File: src/bay_io_defines.vh
// Register map, field positions and timing constants of the bay I/O matrix
`ifndef BAY_IO_DEFINES_VH
`define BAY_IO_DEFINES_VH
`define CLK_HZ 10000000
`define TICK_MS_HZ 1000
`define TICK_DIV (`CLK_HZ / `TICK_MS_HZ)
`define DELAY_MAX_MS 1800000
`define DELAY_W 21
`define ADDR_W 8
`define A_DI_POL 8'h00
`define A_DI_STAT 8'h04
`define A_DO_POL 8'h08
`define A_DO_STAT 8'h0C
`define A_LED_COLOR 8'h10
`define A_LED_STAT 8'h14
`define A_LIN_SET 8'h18
`define A_LIN_CLR 8'h1C
`define A_LIN_MODE 8'h20
`define A_LIN_STAT 8'h24
`define A_LOUT_STAT 8'h28
`define A_NET_LO 8'h2C
`define A_NET_HI 8'h30
`define A_QUAL_LO 8'h34
`define A_QUAL_HI 8'h38
`define A_EV_MASK 8'h3C
`define A_EV_CODE 8'h40
`define A_CMD 8'h44
`define A_STG_SEL 8'h48
`define A_STG_STAT 8'h4C
`define A_STG_CNT 8'h50
`define A_BLK_SRC 8'h54
`define A_GRP_REQ 8'h58
`define A_GRP_USED 8'h5C
`define A_ROUTE_SRC 8'h60
`define A_ROUTE_LAT 8'h64
`define A_DLY_SEL 8'h68
`define A_DLY_ON 8'h6C
`define A_DLY_OFF 8'h70
`define A_REC_RD 8'h74
`define A_REC_DATA 8'h78
`define CMD_CLR_STAT 0
`define CMD_CLR_REC 1
`define CMD_CLR_LATCH 2
`define COND_NORMAL 2'h0
`define COND_START 2'h1
`define COND_TRIP 2'h2
`define COND_BLOCKED 2'h3
`define GRP_DEFAULT 8'h01
`define REC_DEPTH 12
`define EV_LIN 2'h0
`define EV_LOUT 2'h1
`define EV_STAGE 2'h2
`endif

File: src/bay_io_matrix.v
// Binary I/O conditioning, output matrix, logical signals and stage bookkeeping
`include "bay_io_defines.vh"
// Operation
// - Per-input polarity inverts rest-closed input sense
// - Separate activation and release delays per input
// - Output polarity selectable, rest-open after reset
// - Rest-closed outputs cleared only by full reset
// - Non-latched route drops with its source
// - Latched route holds until source low and clear
// - 32 logical in/out, 64 networked status/quality
// - Logical inputs hold mode by default
// - Pulse mode input returns to 0 itself
// - Quality bit 1 means bad message
// - Event masks cleared at reset gate history
// - Only logical in/out changes raise events, not gate activity
// - Logical in/out give ON and OFF events
// - Stage condition normal, start, trip or blocked
// - Stage start, trip, block counters clearable
// - Twelve-entry operation record, clearable
// - General event record cannot be cleared
// - Stage block source is selectable
// - Blocked indication routable to relay or LED
// - Eight parameter groups, one enabled at reset
// - LED colour green or yellow, green at reset
// - Group one wins over group eight
module bay_io_matrix #(
  parameter N_DI = 8,
  parameter N_DO = 8,
  parameter N_LED = 16,
  parameter N_STG = 4,
  parameter TICK_DIV = `TICK_DIV
) (
  input wire core_clk_i,
  input wire nrst_i,
  input wire [`ADDR_W-1:0] avs_address_i,
  input wire avs_read_i,
  input wire avs_write_i,
  input wire [31:0] avs_writedata_i,
  output reg [31:0] avs_readdata_o,
  output wire avs_waitrequest_o,
  input wire [N_DI-1:0] di_raw_i,
  input wire [31:0] logic_out_i,
  input wire [63:0] net_status_i,
  input wire [63:0] net_msg_valid_i,
  input wire [N_STG-1:0] stage_start_i,
  input wire [N_STG-1:0] stage_trip_i,
  input wire [31:0] stage_fault_value_i,
  input wire [31:0] stage_prefault_value_i,
  input wire [31:0] timestamp_i,
  input wire back_key_i,
  input wire mimic_shown_i,
  output reg [N_DO-1:0] relay_o,
  output reg [N_LED-1:0] led_on_o,
  output reg [N_LED-1:0] led_yellow_o,
  output reg [31:0] logic_in_o,
  output reg [N_DI-1:0] di_state_o,
  output reg [2:0] active_group_o,
  output reg event_valid_o,
  output reg [15:0] event_code_o
);
  localparam N_SRC = 32;
  localparam N_DST = N_DO + N_LED;
  localparam S_IDLE = 2'b01;
  localparam S_ACK = 2'b10;

  reg [1:0] bus_state_reg;
  reg [N_DI-1:0] di_pol_reg;
  reg [N_DO-1:0] do_pol_reg;
  reg [N_LED-1:0] led_color_reg;
  reg [31:0] lin_mode_reg;
  reg [31:0] lin_reg;
  reg [31:0] lout_reg;
  reg [127:0] ev_mask_reg;
  reg [15:0] ev_last_reg;
  reg [7:0] grp_used_reg;
  reg [7:0] grp_req_reg;
  reg [4:0] route_src_reg [0:N_DST-1];
  reg [N_DST-1:0] route_lat_reg;
  reg [N_DST-1:0] latch_reg;
  reg [4:0] blk_src_reg [0:N_STG-1];
  reg [7:0] stg_sel_reg;
  reg [7:0] dly_sel_reg;
  reg [`DELAY_W-1:0] dly_on_reg [0:N_DI-1];
  reg [`DELAY_W-1:0] dly_off_reg [0:N_DI-1];
  reg [`DELAY_W-1:0] dly_cnt_reg [0:N_DI-1];
  reg [15:0] tick_cnt_reg;
  reg tick_reg;
  reg [15:0] cnt_start_reg [0:N_STG-1];
  reg [15:0] cnt_trip_reg [0:N_STG-1];
  reg [15:0] cnt_blk_reg [0:N_STG-1];
  reg [N_STG-1:0] start_d_reg;
  reg [N_STG-1:0] trip_d_reg;
  reg [N_STG-1:0] blk_d_reg;
  reg [103:0] rec_mem [0:`REC_DEPTH-1];
  reg [3:0] rec_wr_reg;
  reg [3:0] rec_cnt_reg;
  reg [3:0] rec_rd_reg;
  reg [1:0] rec_word_reg;
  reg [15:0] gen_count_reg;
  reg clr_pulse_reg;

  wire wr_acc = avs_write_i && bus_state_reg[1];
  wire [N_DI-1:0] di_sense = di_raw_i ^ di_pol_reg;
  wire [63:0] net_quality = ~net_msg_valid_i;
  wire [N_STG-1:0] stage_blocked;
  wire [N_SRC-1:0] src_vec;
  reg [N_DST-1:0] dst_level;
  reg [31:0] rd_mux;
  reg [2:0] grp_pick;
  integer k, j, m;

  // Single wait cycle keeps read data registered
  assign avs_waitrequest_o = (avs_read_i || avs_write_i) && !bus_state_reg[1];

  function [31:0] sel_bit;
    input [N_SRC-1:0] vec;
    input [4:0] idx;
    begin
      sel_bit = {31'd0, vec[idx]};
    end
  endfunction

  // Source vector: stage flags, digital inputs, logical signals
  assign src_vec = {lout_reg[7:0], lin_reg[7:0],
    {(16-N_DI-N_STG){1'b0}}, stage_blocked, di_state_o} | {N_SRC{1'b0}};

  // Block sources exclude other stages' blocked flags to avoid a loop
  wire [N_SRC-1:0] src_nb = {lout_reg[7:0], lin_reg[7:0], {(16-N_DI-N_STG){1'b0}},
    stage_trip_i | stage_start_i, di_state_o};

  genvar g;
  generate
    for (g = 0; g < N_STG; g = g + 1)
    begin : stg_blk
      assign stage_blocked[g] = sel_bit(src_nb, blk_src_reg[g]) != 32'h0000_0000;
    end
  endgenerate

  // Input delay filters
  generate
    for (g = 0; g < N_DI; g = g + 1)
    begin : di_filt
      always @(posedge core_clk_i or negedge nrst_i)
      begin
        if (!nrst_i)
        begin
          dly_cnt_reg[g] <= {`DELAY_W{1'b0}};
          di_state_o[g] <= 1'b0;
        end
        else if (di_sense[g] == di_state_o[g])
          dly_cnt_reg[g] <= {`DELAY_W{1'b0}};
        else if (dly_cnt_reg[g] >= (di_sense[g] ? dly_on_reg[g] : dly_off_reg[g]))
        begin
          di_state_o[g] <= di_sense[g];
          dly_cnt_reg[g] <= {`DELAY_W{1'b0}};
        end
        else if (tick_reg)
          dly_cnt_reg[g] <= dly_cnt_reg[g] + 1'b1;
      end
    end
  endgenerate

  // Output matrix levels
  always @*
  begin
    for (j = 0; j < N_DST; j = j + 1)
      dst_level[j] = src_vec[route_src_reg[j]];
  end

  // Parameter group priority encoder, lowest index wins
  always @*
  begin
    grp_pick = active_group_o;
    for (m = 7; m >= 0; m = m - 1)
      if (grp_req_reg[m] && grp_used_reg[m])
        grp_pick = m[2:0];
  end

  always @*
  begin
    rd_mux = 32'h0000_0000;
    case (avs_address_i)
      `A_DI_POL: rd_mux = {{(32-N_DI){1'b0}}, di_pol_reg};
      `A_DI_STAT: rd_mux = {{(32-N_DI){1'b0}}, di_state_o};
      `A_DO_POL: rd_mux = {{(32-N_DO){1'b0}}, do_pol_reg};
      `A_DO_STAT: rd_mux = {{(32-N_DO){1'b0}}, relay_o};
      `A_LED_COLOR: rd_mux = {{(32-N_LED){1'b0}}, led_color_reg};
      `A_LED_STAT: rd_mux = {{(32-N_LED){1'b0}}, led_on_o};
      `A_LIN_MODE: rd_mux = lin_mode_reg;
      `A_LIN_STAT: rd_mux = lin_reg;
      `A_LOUT_STAT: rd_mux = lout_reg;
      `A_NET_LO: rd_mux = net_status_i[31:0];
      `A_NET_HI: rd_mux = net_status_i[63:32];
      `A_QUAL_LO: rd_mux = net_quality[31:0];
      `A_QUAL_HI: rd_mux = net_quality[63:32];
      `A_EV_MASK: rd_mux = ev_mask_reg[31:0];
      `A_EV_CODE: rd_mux = {gen_count_reg, ev_last_reg};
      `A_STG_SEL: rd_mux = {24'd0, stg_sel_reg};
      `A_STG_STAT: rd_mux = {27'd0, active_group_o,
        stage_blocked[stg_sel_reg[1:0]] ? `COND_BLOCKED :
        stage_trip_i[stg_sel_reg[1:0]] ? `COND_TRIP :
        stage_start_i[stg_sel_reg[1:0]] ? `COND_START : `COND_NORMAL};
      `A_STG_CNT: rd_mux = {cnt_trip_reg[stg_sel_reg[1:0]], cnt_start_reg[stg_sel_reg[1:0]]};
      `A_BLK_SRC: rd_mux = {cnt_blk_reg[stg_sel_reg[1:0]], 11'd0, blk_src_reg[stg_sel_reg[1:0]]};
      `A_GRP_REQ: rd_mux = {24'd0, grp_req_reg};
      `A_GRP_USED: rd_mux = {24'd0, grp_used_reg};
      `A_ROUTE_LAT: rd_mux = {{(32-N_DST){1'b0}}, route_lat_reg};
      `A_REC_RD: rd_mux = {24'd0, rec_cnt_reg, rec_rd_reg};
      `A_REC_DATA: rd_mux = (rec_word_reg == 2'd0) ? rec_mem[rec_rd_reg][31:0] :
        (rec_word_reg == 2'd1) ? rec_mem[rec_rd_reg][63:32] :
        (rec_word_reg == 2'd2) ? rec_mem[rec_rd_reg][95:64] : {24'd0, rec_mem[rec_rd_reg][103:96]};
      default: rd_mux = 32'h0000_0000;
    endcase
  end

  // Bus, configuration and bookkeeping
  always @(posedge core_clk_i or negedge nrst_i)
  begin
    if (!nrst_i)
    begin
      bus_state_reg <= S_IDLE;
      avs_readdata_o <= 32'h0000_0000;
      di_pol_reg <= {N_DI{1'b0}};
      do_pol_reg <= {N_DO{1'b0}};
      led_color_reg <= {N_LED{1'b0}};
      lin_mode_reg <= 32'h0000_0000;
      lin_reg <= 32'h0000_0000;
      lout_reg <= 32'h0000_0000;
      ev_mask_reg <= 128'd0;
      ev_last_reg <= 16'h0000;
      event_valid_o <= 1'b0;
      event_code_o <= 16'h0000;
      gen_count_reg <= 16'h0000;
      grp_used_reg <= `GRP_DEFAULT;
      grp_req_reg <= 8'h00;
      active_group_o <= 3'd0;
      route_lat_reg <= {N_DST{1'b0}};
      latch_reg <= {N_DST{1'b0}};
      relay_o <= {N_DO{1'b0}};
      led_on_o <= {N_LED{1'b0}};
      led_yellow_o <= {N_LED{1'b0}};
      logic_in_o <= 32'h0000_0000;
      stg_sel_reg <= 8'h00;
      dly_sel_reg <= 8'h00;
      tick_cnt_reg <= 16'h0000;
      tick_reg <= 1'b0;
      start_d_reg <= {N_STG{1'b0}};
      trip_d_reg <= {N_STG{1'b0}};
      blk_d_reg <= {N_STG{1'b0}};
      rec_wr_reg <= 4'd0;
      rec_cnt_reg <= 4'd0;
      rec_rd_reg <= 4'd0;
      rec_word_reg <= 2'd0;
      clr_pulse_reg <= 1'b0;
      for (k = 0; k < N_DST; k = k + 1)
        route_src_reg[k] <= 5'd0;
      for (k = 0; k < N_STG; k = k + 1)
      begin
        blk_src_reg[k] <= 5'd31;
        cnt_start_reg[k] <= 16'h0000;
        cnt_trip_reg[k] <= 16'h0000;
        cnt_blk_reg[k] <= 16'h0000;
      end
      for (k = 0; k < N_DI; k = k + 1)
      begin
        dly_on_reg[k] <= {`DELAY_W{1'b0}};
        dly_off_reg[k] <= {`DELAY_W{1'b0}};
      end
    end
    else
    begin
      // Bus handshake
      event_valid_o <= 1'b0;
      if (bus_state_reg[0] && (avs_read_i || avs_write_i))
      begin
        bus_state_reg <= S_ACK;
        avs_readdata_o <= rd_mux;
      end
      else
        bus_state_reg <= S_IDLE;
      // Millisecond tick from the core clock
      tick_reg <= 1'b0;
      if (tick_cnt_reg == TICK_DIV - 1)
      begin
        tick_cnt_reg <= 16'h0000;
        tick_reg <= 1'b1;
      end
      else
        tick_cnt_reg <= tick_cnt_reg + 1'b1;
      // Latch clear from the panel back key
      clr_pulse_reg <= back_key_i && mimic_shown_i;
      // Logical inputs: pulse mode bits fall back after one cycle
      lin_reg <= lin_reg & ~lin_mode_reg;
      lout_reg <= logic_out_i;
      if (wr_acc && avs_address_i == `A_LIN_SET)
        lin_reg <= (lin_reg & ~lin_mode_reg) | avs_writedata_i;
      if (wr_acc && avs_address_i == `A_LIN_CLR)
        lin_reg <= lin_reg & ~lin_mode_reg & ~avs_writedata_i;
      logic_in_o <= lin_reg;
      // Events: logical input/output edges only, gate activity never
      for (k = 0; k < 32; k = k + 1)
      begin
        if ((lin_reg[k] != logic_in_o[k]) && ev_mask_reg[k])
        begin
          event_valid_o <= 1'b1;
          event_code_o <= {`EV_LIN, 8'd0, lin_reg[k], k[4:0]};
        end
        if ((logic_out_i[k] != lout_reg[k]) && ev_mask_reg[32+k])
        begin
          event_valid_o <= 1'b1;
          event_code_o <= {`EV_LOUT, 8'd0, logic_out_i[k], k[4:0]};
        end
      end
      if (event_valid_o)
      begin
        ev_last_reg <= event_code_o;
        gen_count_reg <= gen_count_reg + 1'b1;
      end
      // Stage statistics and operation records
      start_d_reg <= stage_start_i;
      trip_d_reg <= stage_trip_i;
      blk_d_reg <= stage_blocked;
      for (k = 0; k < N_STG; k = k + 1)
      begin
        if (stage_start_i[k] && !start_d_reg[k])
          cnt_start_reg[k] <= cnt_start_reg[k] + 1'b1;
        if (stage_trip_i[k] && !trip_d_reg[k])
          cnt_trip_reg[k] <= cnt_trip_reg[k] + 1'b1;
        if (stage_blocked[k] && !blk_d_reg[k])
          cnt_blk_reg[k] <= cnt_blk_reg[k] + 1'b1;
      end
      if (|(stage_trip_i & ~trip_d_reg))
      begin
        rec_mem[rec_wr_reg] <= {5'd0, active_group_o, timestamp_i,
          stage_fault_value_i, stage_prefault_value_i};
        rec_wr_reg <= (rec_wr_reg == `REC_DEPTH - 1) ? 4'd0 : rec_wr_reg + 1'b1;
        if (rec_cnt_reg != `REC_DEPTH)
          rec_cnt_reg <= rec_cnt_reg + 1'b1;
      end
      if (wr_acc && avs_address_i == `A_CMD)
      begin
        if (avs_writedata_i[`CMD_CLR_STAT])
          for (k = 0; k < N_STG; k = k + 1)
          begin
            cnt_start_reg[k] <= 16'h0000;
            cnt_trip_reg[k] <= 16'h0000;
            cnt_blk_reg[k] <= 16'h0000;
          end
        if (avs_writedata_i[`CMD_CLR_REC])
        begin
          rec_wr_reg <= 4'd0;
          rec_cnt_reg <= 4'd0;
        end
      end
      // Parameter group selection
      active_group_o <= grp_pick;
      // Output matrix with latching
      for (k = 0; k < N_DST; k = k + 1)
      begin
        if (dst_level[k] && route_lat_reg[k])
          latch_reg[k] <= 1'b1;
        else if (clr_pulse_reg || (wr_acc && avs_address_i == `A_CMD && avs_writedata_i[`CMD_CLR_LATCH]))
          latch_reg[k] <= 1'b0;
      end
      // Polarity is applied here only; protection or comms resets never touch it
      relay_o <= (dst_level[N_DO-1:0] | latch_reg[N_DO-1:0]) ^ do_pol_reg;
      led_on_o <= dst_level[N_DST-1:N_DO] | latch_reg[N_DST-1:N_DO];
      led_yellow_o <= led_color_reg;
      // Configuration writes
      if (wr_acc)
      begin
        case (avs_address_i)
          `A_DI_POL: di_pol_reg <= avs_writedata_i[N_DI-1:0];
          `A_DO_POL: do_pol_reg <= avs_writedata_i[N_DO-1:0];
          `A_LED_COLOR: led_color_reg <= avs_writedata_i[N_LED-1:0];
          `A_LIN_MODE: lin_mode_reg <= avs_writedata_i;
          `A_EV_MASK: ev_mask_reg[63:0] <= {ev_mask_reg[31:0], avs_writedata_i};
          `A_STG_SEL: stg_sel_reg <= avs_writedata_i[7:0];
          `A_BLK_SRC: blk_src_reg[stg_sel_reg[1:0]] <= avs_writedata_i[4:0];
          `A_GRP_REQ: grp_req_reg <= avs_writedata_i[7:0];
          `A_GRP_USED: grp_used_reg <= avs_writedata_i[7:0];
          `A_ROUTE_SRC: route_src_reg[avs_writedata_i[12:8]] <= avs_writedata_i[4:0];
          `A_ROUTE_LAT: route_lat_reg <= avs_writedata_i[N_DST-1:0];
          `A_DLY_SEL: dly_sel_reg <= avs_writedata_i[7:0];
          `A_DLY_ON: dly_on_reg[dly_sel_reg[2:0]] <= avs_writedata_i[`DELAY_W-1:0];
          `A_DLY_OFF: dly_off_reg[dly_sel_reg[2:0]] <= avs_writedata_i[`DELAY_W-1:0];
          `A_REC_RD: {rec_word_reg, rec_rd_reg} <= avs_writedata_i[5:0];
          default: ;
        endcase
      end
    end
  end
endmodule

File: config.mk
export PLATFORM = sky130hd
export DESIGN_NAME = bay_io_matrix
export DESIGN_NICKNAME = d
export VERILOG_FILES = /design/src/bay_io_matrix.v
export VERILOG_INCLUDE_DIRS = /design/src
export SDC_FILE = /design/constraint.sdc
export NUM_CORES = 2
export LEC_CHECK = 0
export BUFFER_PORTS_ARGS = -buffer_cell sky130_fd_sc_hd__buf_2
export CAP_MARGIN = 20
export CORE_MARGIN = 5
export CORE_UTILIZATION = 35
export DETAILED_ROUTE_END_ITERATION = 16
export GPL_TIMING_DRIVEN = 0
export PLACE_DENSITY = 0.61
export SYNTH_ARGS = -nofsm -noshare
export SYNTH_HDL_FRONTEND = slang
export SYNTH_SLANG_ARGS = --single-unit
File: constraint.sdc
create_clock -name core_clk_i -period 37.5 [get_ports core_clk_i]
set_input_delay 3.75 -clock core_clk_i [delete_from_list [all_inputs] [get_ports core_clk_i]]
set_output_delay 3.75 -clock core_clk_i [all_outputs]
set_load 0.01 [all_outputs]
* Word-level counts from Yosys, hierarchy flattened
Memory sizes are Yosys's and may differ from the RTL's. Cells that the tools add are included.
Operators by class: shifts and indexed selects 0, multiply operators 0, div/mod/pow operators 0, muxes and demuxes 317, reduce and logical (&&, ||, !) cells 195, bitwise logic cells 24, equality and inequality tests 107, $add $sub $neg 24, $lt $le $gt $ge 43
Operators with widths (count):
- 16-bit two-way mux | 83
- 32-bit case mux with 24 select lines | 1
- 21-bit two-way mux | 33
- 64-bit two-way mux | 6
- 168-bit bitwise mux | 2
- 16-bit by 1-bit adder with 16-bit output (second input constant) | 14
- 21-bit by 1-bit adder with 21-bit output (second input constant) | 8
- 21-bit greater-or-equal comparator | 8
- 5-bit by 6-bit less-than comparator with 1-bit output (second input constant) | 28
- 32-bit two-way mux | 5
- 1-bit binary-select mux with 5-bit select | 28
- 1-bit two-way mux | 124
- 120-bit bitwise mux | 1
- 8-bit by 7-bit == test with 1-bit output (second input constant) | 15
- 1-bit logical AND | 120
- 16-bit binary-select mux with 2-bit select | 3
- 32-bit AND | 2
- 8-bit by 6-bit == test with 1-bit output (second input constant) | 8
- 1-bit != test | 64
- 32-bit NOT | 2
- 64-bit NOT | 1
- 64-bit nonzero test | 1
- 21-bit demux with 3-bit select | 1
- 2-bit nonzero test | 24
- 45 further kinds | 128
Storage, ports and cells: logic and storage cells 840, bits in latches 0, memory bits (writable) 1188, output and inout port bits 133, input bits 318, register bits 1313, memories 1, memory bits (read-only) 0
Memory list:
- rec_mem | depth 12, width 99, rd ports 1, clocked after Yosys merged registers in 0, wr ports 1, RTL line bay_io_matrix.v:94 | reg [103:0] rec_mem [0:`REC_DEPTH-1];

* Longest topological paths before layout
depth after elaboration 66, mapped depth 13

* Least setup slack after synthesis
OpenSTA, ideal clock, no wires.
kind input to register, start input port stage_trip_i[0], end memory rec_mem[8][0] (netlist bit), enable pin, setup time 0.835 ns, required time 36.665 ns, setup slack 22.013 ns, stages 5, data arrival time 14.652 ns, buffers on the path 2, path through nor2b_1 -> clkbuf_1 -> nor4_1 -> clkbuf_1 -> nor4b_1
Between the ends: cells in the longest elaborated chain, start to end 5
Ends and longest elaborated chain:
- from (decl) | RTL line bay_io_matrix.v:46 | input wire [N_STG-1:0] stage_trip_i,
- 4-bit AND | RTL line bay_io_matrix.v:332 | if (|(stage_trip_i & ~trip_d_reg))
- 4-bit OR reduction | RTL line bay_io_matrix.v:332
- 1-bit two-way mux | RTL line bay_io_matrix.v:332
- 1-bit logical AND (not written as such) | RTL line bay_io_matrix.v:334 | rec_mem[rec_wr_reg] <= {5'd0, active_group_o, timestamp_i,
- 1-bit two-way mux (not written as such) | RTL line bay_io_matrix.v:334
- to (decl) | RTL line bay_io_matrix.v:94
Every way passes these cells.

* Worst setup path after layout
start input port avs_address_i[7], end register avs_readdata_o[26]
Between the ends: cells in the longest elaborated chain, start to end 2, elaborated cells between the ends (all ways) 25, classes of those cells eq/ne (23); mux (1); reduce/logical (1)
Ends and longest elaborated chain:
- from (decl) | RTL line bay_io_matrix.v:35 | input wire [`ADDR_W-1:0] avs_address_i,
- 8-bit by 7-bit == test with 1-bit output, or another cell as far along | RTL line bay_io_matrix.v:182 | case (avs_address_i)
- 32-bit case mux with 24 select lines * | RTL line bay_io_matrix.v:182
- to (signal assigned) | RTL line bay_io_matrix.v:277 | avs_readdata_o <= rd_mux;
- to (decl) | RTL line bay_io_matrix.v:39 | output reg [31:0] avs_readdata_o,
Mark *: on every way between the ends. The rest lies on a longest branch, timed or not. A chain may end at the register's enable or synchronous reset.

==> impl_results.md <==
- Run status: finished clean
- Via count: roughly 81000
- Largest stage delay, worst path: roughly 1 ns
- DRC violations left: 0
- Crit Path Class: input port to register
- Number of fillers in the final layout: 30100
- Startpoint Class: input port
- Die height: 586 um
- H-tree depth: 5
- Post-cts sizing count: 0
- Starting Density: 0.352
- Pin count of the biggest net entering global routing: around 170
- Main synth FF type: dfrtp_1
- Seq. cell area: ~70000 um2
- Total internal power: 4.93 mW
- Power Total: 6.75 mW
- Crit path time final: 8.48 ns
- Area of the multi-input gates: ~46000 um2
- Clk_skew: 0.0477 ns
- Clock sinks: 2483
- Number of port buffers: 433
- DR iter-0 viols: 10100
- Post-CTS Setup Repair Bufs: 0
- Switch Pwr: around 1.8 mW
- # IOs: 451
- Hold/Removal Path Class: register to register
- Final setup viols: 0
- Max_cap viols: 0
- Hold_buf cts: 0
- WL final: ~460000 um
- First-pass GRT wire length: 636000 um
- Die Wd: 586 um
- Synthesized area per cell: 14.2 um2
- Sequential power share: 0.470
- CP Cell Sequence: buf_2, clkbuf_1, nand4bb_1, clkbuf_1, nor2_1, clkbuf_1, buf_16, clkbuf_1, a221oi_1, nand3_1, a221oi_1, o21ai_0
- PwrDens: ~50 nW/um2
- Final Max Slew Viols: 0
- Unrepaired setup endpoints after global routing: no
- Core Box Area: 330000 um2
- Fmax achieved: 118 MHz
- Static Leak: 53.6 nW
- Worst-skew pair later-pin latency: 0.93 ns
- Most common cell after layout, fill and taps aside: dfrtp_1
- Final #Nets: just under 10000
- Met1 WL: about 170000 um
- FFs w/ async S/R, synth: 0.522
- Vias in the first global route: 78800
- Worst hold margin: 0.440 ns
- Ys Warns: 0
- Dpl hpwl: 348000 um
- Tcrit/Tclk final: 0.226
- Max reg flops: 1188
- Max FO, Critical Path: 10
- Area Growth Syn to Fin: 17.4%
- Most frequent cells in the layout: dfrtp_1, edfxtp_1, mux2_2, mux4_2, nor2_1
- Num CTS Buffers: 276
- CP most frequent cell: clkbuf_1
- CTS max path bufs: 4
- Post-synthesis sequential area ratio: 0.587
- DR pass1 iterations: 6
- Worst slack at placement: 28.50 ns
- Top Metal Used: met5
- Setup ws final: 29.02 ns
- CTS Root Cell: clkbuf_16
- Routability cong.: ~1.0
- Gr usage total: 0.264
- Biggest register: rec_mem
- Routed wl met3: 53700 um
- Die area: about 340000 um2
- CP required: 38.25 ns
- Arr. time, crit path: 9.24 ns
- WL met2: 203000 um
- Worst slew pin tran: 1.30 ns
- Switching share of total power: 0.271
- CTS tree: built
- Clock network power share: 0.409
- Relative slew slack: 0.112
- Clock Pin Slew Worst Setup and Hold Paths: roughly 0.060 ns
- Mapped Cells: 8148
- Initial antenna violation count: 145
- Max stage delay cell, worst path: a221oi_1
- Post-Synthesis Cell Area: 116000 um2
- Combinational share of power: 0.120
- DR vias/cell: between 5 and 6
- Gr ovfl total: 0
- Layout cell share with drive strength beyond 1: 0.265
- CP endpoint kind: register
- Inst Count DP: about 13000
- Post-route ant nets: 0
- WL/cell: 33.8 um
- Fin area: 136000 um2
- Maximum VDD drop: 0.0534 mV
- Placed Instance Area: 127000 um2
- Setup TNS: 0 ns
- Hold Violations, Final: 0
- Distinct cells, synth: 89
- Number of synthesized flops with an enable pin: 1188
- FP Rows: 211
- Non-filler cells, final: roughly 14000
- Final Util: 0.413
- Yosys reg bits: 2483
## synthesized netlist by cell type (171+ instances only)
cell | number | share of area
dfrtp_1 | 1273 | 0.27
edfxtp_1 | 1188 | 0.31
mux2_2 | 660 | 0.064
mux4_2 | 586 | 0.11
nor2_1 | 540 | 0.017
nand2_1 | 530 | 0.017
clkbuf_1 | 403 | 0.013
xor2_1 | 295 | 0.022
mux2i_1 | 261 | 0.023
a21oi_1 | 236 | 0.010
ha_1 | 196 | 0.021
o21ai_0 | 190 | 0.0082
nand3_1 | 171 | 0.0074
## worst paths after layout
path | start | endpoint | slack [ns] | cells after the start
worst max-delay path | avs_address_i[7] | avs_readdata_o[26] | 29.02 | 12
worst min-delay path | led_color_reg[13] | led_yellow_o[13] | 0.44 | 0
worst max register to register | rec_rd_reg[1] | avs_readdata_o[6] | 31.89 | 12
worst min register to register | led_color_reg[13] | led_yellow_o[13] | 0.44 | 0
max in group asynchronous | nrst_i | route_src_reg[93] | 32.11 | 5
min in group asynchronous | nrst_i | dly_cnt_reg[164] | 2.98 | 2
## logic make-up after synthesis
kind of cell    synth area share
flops                      0.587
simple gates              0.0764
mux                        0.203
compound gates            0.0575
buf+inv                   0.0224
xor+xnor                  0.0329
fa+ha+maj                 0.0211
other cells            0.0000323
## worst max-delay path, delay by kind of cell
kind / cells / cell delay (ns)
AO/OA/AOI/OAI: 3 / 1.86
buffers and inverters: 6 / 2.57
AND/OR/NAND/NOR: 3 / 1.04
## routing by layer
layer / vias to the layer above / global-route usage
li1: 33000 / -
met2: 4921 / 0.392
met1: 42100 / 0.337
met3: 1069 / 0.0808
met4: 90 / 0.168
met5: - / 0
## power by group through the flow
| stage | Combinational [mW] | Clock, mW | Sequential (mW) |
|---|---|---|---|
| 4_1_cts | 0.801 | 2.79 | 3.17 |
| 2_1_floorplan | 0.389 | 0 | 3.19 |
| 3_3_place_gp | 0.733 | 0 | 3.27 |
| 6_report | 0.812 | 2.76 | 3.18 |
| 5_1_grt | 0.851 | 2.90 | 3.19 |
| 3_5_place_dp | 0.798 | 0 | 3.22 |
## cell type report
cell class	count	area share
inverters	120	0.00330
plain buffers	537	0.0160
clock inverters	129	0.0102
well taps	4366	0.0401
multi-input cells	5016	0.334
clock buffers	360	0.0564
diodes	84	0.00154
repair buffers	659	0.0389
flip-flops and latches	2483	0.500
No activity file was read; power rests on OpenSTA's default activity.
